File: src/design/repeater_cfg.svh
// Purpose: Timing counts and reset levels of the dual bus repeater logic.
// Assumes: Counts are in sys_clk cycles at 125 MHz.
// Notes:   Counts are defaults only; the top module takes them as parameters.
`ifndef REPEATER_CFG_SVH
`define REPEATER_CFG_SVH

// Clock period in ns, for reading the counts as times
`define RPT_CLK_PERIOD_NS 8
// Dominant timeout, in clock cycles
`define RPT_TDOM_CYCLES 125000
// Reception hold-off after own dominant ends, in clock cycles
`define RPT_SUPPRESS_CYCLES 16
// Recessive level on every digital line
`define RPT_RECESSIVE 1'b1
// Synchroniser depth
`define RPT_SYNC_STAGES 2

`endif

File: src/design/repeater_pkg.sv
// Purpose: Types shared by the dual bus repeater logic.
// Assumes: Nothing beyond the cfg header.
// Notes:   Levels are bus polarity: 0 dominant, 1 recessive.
package repeater_pkg;

    typedef enum logic [1:0] {
        SUPP_IDLE  = 2'b00,
        SUPP_DRIVE = 2'b01,
        SUPP_HOLD  = 2'b10
    } supp_state_e;

    typedef logic bus_level_t;

endpackage

File: src/design/dominant_timer.sv
// Purpose: Dominant timeout on one line; dominant turns recessive after LIMIT cycles.
// Assumes: level_in already synchronous to sys_clk.
// Notes:   Output stays recessive until the input itself goes recessive again.
`timescale 1ns/1ns
`include "repeater_cfg.svh"

module dominant_timer #(
    parameter int unsigned LIMIT = `RPT_TDOM_CYCLES,
    parameter int unsigned W = $clog2(LIMIT + 1)
) (
    input wire logic sys_clk,
    input wire logic reset_n,
    input wire logic level_in,
    output logic level_out
);
    import repeater_pkg::*;

    localparam logic [W-1:0] LIMIT_W = W'(LIMIT);

    logic [W-1:0] count_r;
    logic [W-1:0] count_nxt;
    logic level_out_r;
    wire expired = (count_r == LIMIT_W);
    wire level_out_nxt = level_in | expired;

    assign count_nxt = level_in ? '0 : (expired ? count_r : count_r + W'(1));
    assign level_out = level_out_r;

    always_ff @(posedge sys_clk or negedge reset_n) begin
        if (!reset_n) begin
            count_r <= '0;
            level_out_r <= `RPT_RECESSIVE;
        end else begin
            count_r <= count_nxt;
            level_out_r <= level_out_nxt;
        end
    end

    a_timer_expiry: assert property (
        @(posedge sys_clk) disable iff (!reset_n)
        (!level_in && count_r == LIMIT_W) |=> level_out_r)
        else $error("timer kept dominant past its limit");

    a_timer_passes: assert property (
        @(posedge sys_clk) disable iff (!reset_n)
        (!level_in && count_r < LIMIT_W) |=> !level_out_r)
        else $error("timer dropped dominant early");

endmodule

File: src/design/dual_can_repeater_logic.sv
// Purpose: Repeater and feedback suppression logic joining a controller to two buses.
// Assumes: Bus receive inputs are comparator results, 0 when the bus is dominant.
// Notes:   Four clock edges of latency from transmit and receive inputs to any output; three from the enables to the bus transmits.
`timescale 1ns/1ns
`include "repeater_cfg.svh"

module dual_can_repeater_logic #(
    parameter int unsigned TDOM_CYCLES = `RPT_TDOM_CYCLES,
    parameter int unsigned SUPPRESS_CYCLES = `RPT_SUPPRESS_CYCLES
) (
    input wire logic sys_clk,
    input wire logic reset_n,
    input wire repeater_pkg::bus_level_t local_transmit_input,
    input wire repeater_pkg::bus_level_t expansion_transmit_input,
    input wire logic bus_one_enable_n,
    input wire logic bus_two_enable_n,
    input wire repeater_pkg::bus_level_t bus_one_receive,
    input wire repeater_pkg::bus_level_t bus_two_receive,
    output repeater_pkg::bus_level_t local_receive_output,
    output repeater_pkg::bus_level_t expansion_receive_output,
    output repeater_pkg::bus_level_t bus_one_transmit,
    output repeater_pkg::bus_level_t bus_two_transmit
);
    import repeater_pkg::*;

    localparam int SW = $clog2(SUPPRESS_CYCLES + 1);
    localparam logic [SW-1:0] SUPP_LAST = SW'(SUPPRESS_CYCLES);

    // Index map for the synchronised lines
    localparam int I_TX = 0;
    localparam int I_TEXT = 1;
    localparam int I_EN1 = 2;
    localparam int I_EN2 = 3;
    localparam int I_RX1 = 4;
    localparam int I_RX2 = 5;
    localparam int NIN = 6;

    logic [NIN-1:0] meta_r;
    logic [NIN-1:0] sync_r;
    wire [NIN-1:0] raw_in = {bus_two_receive, bus_one_receive, bus_two_enable_n,
                             bus_one_enable_n, expansion_transmit_input,
                             local_transmit_input};

    // Reset value is the pulled-up level, so an open input starts recessive
    always_ff @(posedge sys_clk or negedge reset_n) begin
        if (!reset_n) begin
            meta_r <= '1;
            sync_r <= '1;
        end else begin
            meta_r <= raw_in;
            sync_r <= meta_r;
        end
    end

    wire en1 = !sync_r[I_EN1];
    wire en2 = !sync_r[I_EN2];

    // Receive result gated by enable before its timer, as the comparator gate does
    wire rx1_gated = sync_r[I_RX1] | !en1;
    wire rx2_gated = sync_r[I_RX2] | !en2;

    logic tx_timed;
    logic text_timed;
    logic rx1_timed;
    logic rx2_timed;

    dominant_timer #(.LIMIT(TDOM_CYCLES)) u_tmr_tx (
        .sys_clk(sys_clk),
        .reset_n(reset_n),
        .level_in(sync_r[I_TX]),
        .level_out(tx_timed)
    );
    dominant_timer #(.LIMIT(TDOM_CYCLES)) u_tmr_text (
        .sys_clk(sys_clk),
        .reset_n(reset_n),
        .level_in(sync_r[I_TEXT]),
        .level_out(text_timed)
    );
    dominant_timer #(.LIMIT(TDOM_CYCLES)) u_tmr_rx1 (
        .sys_clk(sys_clk),
        .reset_n(reset_n),
        .level_in(rx1_gated),
        .level_out(rx1_timed)
    );
    dominant_timer #(.LIMIT(TDOM_CYCLES)) u_tmr_rx2 (
        .sys_clk(sys_clk),
        .reset_n(reset_n),
        .level_in(rx2_gated),
        .level_out(rx2_timed)
    );

    // Dominant-true views of the timed lines
    wire tx_dom = !tx_timed;
    wire text_dom = !text_timed;
    wire [1:0] en_now = {en2, en1};
    wire [1:0] rx_raw_dom = {!rx2_timed, !rx1_timed};
    wire [1:0] masked;
    wire [1:0] rx_dom = rx_raw_dom & ~masked;

    // Own bus is never repeated onto itself; that would latch the bus dominant
    wire any_tx = tx_dom | text_dom;
    wire [1:0] drive_dom = en_now & ({2{any_tx}} | {rx_dom[0], rx_dom[1]});

    wire local_rx_nxt = !(any_tx | rx_dom[0] | rx_dom[1]);
    wire exp_rx_nxt = !(tx_dom | rx_dom[0] | rx_dom[1]);

    logic local_rx_r;
    logic exp_rx_r;
    logic [1:0] bus_tx_r;

    always_ff @(posedge sys_clk or negedge reset_n) begin
        if (!reset_n) begin
            local_rx_r <= `RPT_RECESSIVE;
            exp_rx_r <= `RPT_RECESSIVE;
            bus_tx_r <= '1;
        end else begin
            local_rx_r <= local_rx_nxt;
            exp_rx_r <= exp_rx_nxt;
            bus_tx_r <= ~drive_dom;
        end
    end

    assign local_receive_output = local_rx_r;
    assign expansion_receive_output = exp_rx_r;
    assign bus_one_transmit = bus_tx_r[0];
    assign bus_two_transmit = bus_tx_r[1];

    // Feedback suppression, one machine per bus
    for (genvar b = 0; b < 2; b++) begin : g_supp
        supp_state_e state_r;
        supp_state_e state_nxt;
        logic [SW-1:0] hold_r;
        logic [SW-1:0] hold_nxt;
        wire driving = !bus_tx_r[b];

        always_comb begin
            state_nxt = state_r;
            hold_nxt = hold_r;
            case (state_r)
                SUPP_IDLE: begin
                    if (driving) begin
                        state_nxt = SUPP_DRIVE;
                    end
                end
                SUPP_DRIVE: begin
                    if (!driving) begin
                        state_nxt = SUPP_HOLD;
                        hold_nxt = SW'(1);
                    end
                end
                SUPP_HOLD: begin
                    if (driving) begin
                        state_nxt = SUPP_DRIVE;
                    end else if (hold_r >= SUPP_LAST) begin
                        state_nxt = SUPP_IDLE;
                    end else begin
                        hold_nxt = hold_r + SW'(1);
                    end
                end
                default: begin
                    state_nxt = SUPP_IDLE;
                end
            endcase
        end

        always_ff @(posedge sys_clk or negedge reset_n) begin
            if (!reset_n) begin
                state_r <= SUPP_IDLE;
                hold_r <= '0;
            end else begin
                state_r <= state_nxt;
                hold_r <= hold_nxt;
            end
        end

        // Driving also masks at once, closing the loop before the state catches up
        assign masked[b] = driving || (state_r != SUPP_IDLE);
    end

    // Checks

    a_disabled_bus_quiet: assert property (
        @(posedge sys_clk) disable iff (!reset_n)
        !en1 |=> bus_one_transmit)
        else $error("disabled bus one was driven dominant");

    a_disabled_two_quiet: assert property (
        @(posedge sys_clk) disable iff (!reset_n)
        !en2 |=> bus_two_transmit)
        else $error("disabled bus two was driven dominant");

    a_tx_drives_bus: assert property (
        @(posedge sys_clk) disable iff (!reset_n)
        (tx_dom && en1) |=> !bus_one_transmit)
        else $error("local transmit did not drive enabled bus one");

    a_text_drives_bus: assert property (
        @(posedge sys_clk) disable iff (!reset_n)
        (text_dom && en2) |=> !bus_two_transmit)
        else $error("expansion transmit did not drive enabled bus two");

    a_tx_to_both_rx: assert property (
        @(posedge sys_clk) disable iff (!reset_n)
        tx_dom |=> (!local_receive_output && !expansion_receive_output))
        else $error("local transmit missing on a receive output");

    a_text_not_echoed: assert property (
        @(posedge sys_clk) disable iff (!reset_n)
        (text_dom && !tx_dom && rx_dom == 2'b00)
            |=> (!local_receive_output && expansion_receive_output))
        else $error("expansion transmit misrouted");

    a_rx_repeats_over: assert property (
        @(posedge sys_clk) disable iff (!reset_n)
        (rx_dom[0] && en2) |=> (!bus_two_transmit && !local_receive_output
            && !expansion_receive_output))
        else $error("bus one dominant not repeated");

    a_all_recessive: assert property (
        @(posedge sys_clk) disable iff (!reset_n)
        (!any_tx && rx_dom == 2'b00) |=> (bus_tx_r == 2'b11 && local_receive_output))
        else $error("dominant without any source");

    a_hold_off_mask: assert property (
        @(posedge sys_clk) disable iff (!reset_n)
        ($rose(bus_one_transmit) && !drive_dom[0]) |-> masked[0] [*2])
        else $error("bus one reception unmasked too soon");

    // Reset reloads the pulled-up level, so the two edges after it are skipped
    a_sync_two_stage: assert property (
        @(posedge sys_clk) disable iff (!reset_n)
        ($past(reset_n) && $past(reset_n, 2))
            |-> (sync_r[I_TX] == $past(local_transmit_input, 2)))
        else $error("transmit input not delayed by two flops");

endmodule

File: config.mk
export PLATFORM = sky130hd
export DESIGN_NAME = dual_can_repeater_logic
export DESIGN_NICKNAME = d
export VERILOG_FILES = /design/src/design/repeater_pkg.sv /design/src/design/dominant_timer.sv /design/src/design/dual_can_repeater_logic.sv
export VERILOG_INCLUDE_DIRS = /design/src /design/src/design
export SDC_FILE = /design/constraint.sdc
export NUM_CORES = 1
export LEC_CHECK = 0
export ABC_AREA = 1
export BUFFER_PORTS_ARGS = -buffer_cell sky130_fd_sc_hd__buf_2
export CORE_ASPECT_RATIO = 0.8
export CORE_MARGIN = 4
export CORE_UTILIZATION = 30
export CTS_BUF_LIST = sky130_fd_sc_hd__clkbuf_8
export DETAILED_ROUTE_END_ITERATION = 8
export GPL_TIMING_DRIVEN = 1
export PLACE_DENSITY = 0.43
export SLEW_MARGIN = 20
export SYNTH_ARGS = -nofsm -noshare
export SYNTH_HDL_FRONTEND = slang
export SYNTH_SLANG_ARGS = --single-unit
File: constraint.sdc
create_clock -name sys_clk -period 1.22 [get_ports sys_clk]
set_input_delay 0.122 -clock sys_clk [delete_from_list [all_inputs] [get_ports sys_clk]]
set_output_delay 0.122 -clock sys_clk [all_outputs]
set_load 0.03 [all_outputs]
# Yosys cells after proc, flatten, opt, wreduce, memory -nomap -nowiden
# Index checks and enable logic that the tools add are counted.
dict set report word_totals {
  word_cells 111
  inputBits 8
  output_inout_bits 4
  reg_bits 102
}
dict set report classes {
  n_reduce_logical 22
  n_addsub 6
  n_mux 26
  bitwise_logic 16
  magnitude_cmp 2
  n_eq_ne 22
}
# operator n
set op_table {}
lappend op_table {{$mux W17} 8}
lappend op_table {{$add A17 B1 Y17 const B} 4}
lappend op_table {{$eq A17 B17 Y1 const B} 4}
lappend op_table {{$mux W5} 6}
lappend op_table {{$ne A2 B2 Y1 const B} 10}
lappend op_table {{$pmux W5 S2} 2}
lappend op_table {{$mux W2} 8}
lappend op_table {{$pmux W2 S3} 2}
lappend op_table {{$or A1 B1 Y1} 11}
lappend op_table {{$add A5 B1 Y5 const B} 2}
lappend op_table {{$ge A5 B5 Y1 const B} 2}
lappend op_table {{$logic_not A1 Y1} 10}
lappend op_table {{$reduce_and A4 Y1} 2}
lappend op_table {{$reduce_bool A2 Y1} 4}
lappend op_table {{$ne A3 B3 Y1 const B} 2}
lappend op_table {{$reduce_and A3 Y1} 2}
lappend op_table {{$and A2 B2 Y2} 2}
lappend op_table {{$eq A2 B1 Y1 const B} 2}
lappend op_table {{$eq A2 B2 Y1 const B} 2}
lappend op_table {{$logic_not A2 Y1} 2}
lappend op_table {{$ne A2 B1 Y1 const B} 2}
lappend op_table {{$not A2 Y2} 2}
lappend op_table {{$logic_or A1 B1 Y1} 2}
lappend op_table {{$or A2 B2 Y2} 1}

# Depth between registers and ports, before layout
dict set report logic_depth {
  ltp_word 7
  mapped_depth 8
  ltp_nobuf 8
}

# Modules after synthesis
# From an unflattened synthesis, not the netlist that was laid out.
dict set report unflattened {
  cells_unflattened 730
  hier_area_um2 5591.6
}
# module n_inst area_each_um2 seq_area_each_um2 cells_each
set modules_own_cells {}
lappend modules_own_cells {{dominant_timer (u_tmr_rx1 ...)} 3 1103.6 451.7 155}
lappend modules_own_cells {dual_can_repeater_logic 1 1177.4 770.7 111}
lappend modules_own_cells {{dominant_timer (u_tmr_text)} 1 1103.6 451.7 154}

# Least setup slack after synthesis
# Ideal clock, no wire load.
dict set report synth_timing {
  path_kind {register to register}
  from {register u_tmr_text.count_r[0]}
  to {register u_tmr_text.count_r[16]}
  required_ps 1102
  setup_ps 118
  setup_slack_ps -41
  n_path_buf 0
  t_arrival_ps 1144
  stages_incl_launch_ff 9
  synth_period_minus_slack_ps 1261
  cell_sequence {dfrtp_1 ha_1 nand3_2 inv_2 nand2_2 nor2_1 nand2_1 nand2_1 nor2_1}
}
dict set report synth_between {
  elab_chain_cells 3
  elab_cells_between_ends 5
  cone_classes {add/sub: 1; eq/ne: 2; mux: 2}
}
# element line
set synth_lines {}
lappend synth_lines {{start: declaration} dominant_timer.sv:20} ;# logic [W-1:0] count_r;
lappend synth_lines {{start signal: assignment} dominant_timer.sv:34} ;# count_r <= count_nxt;
lappend synth_lines {{$add A17 B1 Y17} dominant_timer.sv:26} ;# assign count_nxt = level_in ? '0 : (expired ? count_r : count_r + W'(1));
lappend synth_lines {{$mux W17 (2 in a row)} dominant_timer.sv:26}
# Parallel ways exist; a longest one is shown, timed or not. The select of a mux whose other input is x is not followed.
# A chain may end at the register's enable or synchronous reset.

# Worst setup path in the final report
dict set report layout_timing {
  from {register u_tmr_tx.count_r[1]}
  to {register u_tmr_tx.count_r[6]}
}
dict set report layout_between {
  elab_chain_cells 3
  elab_cells_between_ends 5
  cone_classes {add/sub: 1; eq/ne: 2; mux: 2}
}
# element line
set layout_lines {}
lappend layout_lines {{start: declaration} dominant_timer.sv:20}
lappend layout_lines {{start signal: assignment} dominant_timer.sv:34}
lappend layout_lines {{$add A17 B1 Y17} dominant_timer.sv:26}
lappend layout_lines {{$mux W17 (2 in a row)} dominant_timer.sv:26}
# Parallel ways exist; a longest one is shown, timed or not. The select of a mux whose other input is x is not followed.

==> results_dict.tcl <==
set metrics [dict create \
    setup_violations 33 \
    grt_max_degree 41 \
    fin_nets 784 \
    crit_path_start_kind "register" \
    viasPerCell 4.583 \
    hold_class "input pin to asynchronous set/reset pin" \
    outcome "complete, but fails checks" \
    dieArea_sq_um 19400 \
    slew_headroom_pct 65.57 \
    cap_violations 0 \
    place_congestion 0.8248 \
    clock-sinks 102 \
    fmax_mhz 762.7 \
    syn_area_sq_um 5166 \
    period_share_pct 107.5 \
    finalClockSkew_ps 9.282 \
    cp_common_cell "buf_4" \
    final_hold_viol_count 0 \
    end_kind "register" \
    fin_cells 991 \
    die_x_um 154.7 \
    power_density_nw_per_um2 933.9 \
    syn-num-nets 669 \
    grt_pass1_vias 4273 \
    slew_violations 0 \
    dp_hpwl_um 8412 \
    cts.path.max_buffers 2 \
    cts_root_buffer "clkbuf_8" \
    crit_fanout 4 \
    holdWs_ps 93.84 \
    cts_buffers 9 \
    grt_pass1_wl_um 21070 \
    rsz0062_at_grt "true" \
    clkTransAtPathRegs_ps 110 \
    fp-row-count 42 \
    portBuffers 11 \
    fill_cells 1657 \
    fin_util_pct 43.47 \
    vias 4542 \
    avgRoutedWirePerCell_um 12.73 \
    clk_latency_ps 380 \
    routed_wl_um 12620 \
    grt.total_usage_pct 13.23 \
    initial_utilization_pct 30.91 \
    power_mw 6.785 \
    ctsHtreeMaxLevel 3 \
    drc_errors 0 \
    dp.cells 936 \
    first_iter_violations 306 \
    failed_checks "setup timing" \
    final.setup.tns_ps -1065 \
    yosys_warnings 0 \
    io_pins 12 \
    ys_seq_elements 102 \
    irDropWorstVdd_mv 0.4694 \
    worst_pin_slew_ps 515.9 \
    setup_slack_ps -91.06 \
    synthCells 651 \
    power_leakage_nw 3.182 \
    synth.distinct_cells 32 \
    cts_tree "yes" \
    reg2regPathDepth 7 \
    worstSetupPathType "register to register" \
    min_period_ps 1311 \
    die_y_um 125.4 \
    dr.pass1.iters 4 \
    cp_slowest_cell "dfrtp_2" \
    final_area_sq_um 7264 \
    antenna_found_initial 0 \
    drive_gt1_share_pct 39.56 \
    cpPeakStageDelay_ps 440 \
    diodes 0 \
    path_cells "buf_4 -> ha_4 -> nand3_4 -> inv_4 -> buf_4 -> a31oi_1 -> nor3_1" \
    overflow 0 \
    place_ws_ps -437.8 \
    drtAntennaViolNets 0 \
    ys_seq_area_share_pct 49.89 \
    syn_avg_cell_area_sq_um 7.936 \
    cp.arrival_ps 1590 \
    core_area_sq_um 16710 \
    placed_cell_area_sq_um 5948 \
    area_growth_pct 40.62 \
    required_ps 1500 \
]
worst paths after layout:
| kind | start | end | slack [ps] |
|---|---|---|---|
| worst max-delay path | u_tmr_tx.count_r[1] | u_tmr_tx.count_r[6] | -90 |
| worst min-delay path | reset_n | u_tmr_rx2.count_r[4] | 90 |
| worst max register to register | u_tmr_tx.count_r[1] | u_tmr_tx.count_r[6] | -90 |
| worst min register to register | meta_r[2] | sync_r[2] | 350 |
| max in group asynchronous | reset_n | expansion_receive_output | 550 |
| min in group sys_clk | meta_r[2] | sync_r[2] | 350 |
per-layer routing:
metal	vias to the layer above	share of wire [%]	track usage [%]
met4	0	1.0	3.738
met2	53	44	18.99
met5	-	0	0
met1	2148	52	19.80
met3	10	2.6	3.178
li1	2331	-	-
report_power, final:
group / switching, mW / internal, mW
registers: 0.124 / 3.54
logic: 0.433 / 0.389
clock network: 1.28 / 1.02
cells by family (layout without fill, tap and decap cells):
kind of cell / after synthesis / count (layout) / share of synthesized area [%]
muxes: 1 / 1 / 0.2180
AOI/OAI and AO/OA: 73 / 73 / 7.629
adders and majority gates: 10 / 10 / 2.422
buffers and inverters: 87 / 207 / 6.418
xor gates and xnor gates: 11 / 11 / 1.865
DFF: 102 / 102 / 49.89
and+or+nand+nor: 367 / 367 / 31.56
cells in the final DEF (no fill, tap or decap), types with 19 or more instances in the layout:
master,instances
dfstp_2,20
buf_4,71
nand2_1,114
dfrtp_2,19
inv_1,64
dfrtp_1,63
a21oi_1,24
nand4_1,27
nor2_4,23
nand3_1,32
nor2_1,86
buf_6,22
final cells by class:
cell class	count	area [sq um]	area share, %
well taps	220	275.3	3.789
clock buffers	10	137.6	1.895
clock inverters	6	67.56	0.9301
flip-flops and latches	102	2601	35.81
repair buffers	109	940.9	12.95
multi-input cells	462	2924	40.25
inverters	82	317.8	4.375
Yosys cell counts, drive strengths merged:
master,n,area (sq um)
a21oi,28,140.1
and2,1,6.260
a31o,1,8.760
nor3,10,55.05
nor3b,1,7.510
nand3,57,302.8
nand2,146,570.6
inv,82,307.8
or2,2,12.51
nand4,27,168.9
o21bai,6,48.80
xor2,11,96.34
ha,10,125.1
o21ai,33,165.1
dfstp,20,525.5
nor2,121,491.7
buf,4,20.02
nand3b,2,15.01
dfrtp,82,2052
mux2,1,11.26
a31oi,5,31.28
clkbuf,1,3.750
worst max-delay path, delay by kind of cell, from the launching register on:
| family | cells | cell delay (ps) |
|---|---|---|
| fa+ha+maj | 1 | 160 |
| compound gates | 1 | 120 |
| flops | 1 | 440 |
| simple gates | 2 | 160 |
| buf+inv | 3 | 320 |
state kept, by name (all words and copies together), names as in the netlist, 2 cells and up:
name and flops:
sync_r 6, meta_r 6, u_tmr_rx2.count_r 17, u_tmr_rx1.count_r 17, u_tmr_tx.count_r 17, g_supp.state_r 4, bus_tx_r 2, g_supp.hold_r 10
u_tmr_text.count_r 17
what timing repair did:
item,4_1_cts,5_1_grt
endpoints found under the hold margin,96,0
setup buffers,10,25
gates resized for setup,112,129
setup endpoints to repair,68,81
hold buffers,7,0
pin swaps,39,47
Power figures use the tool's default switching activity.
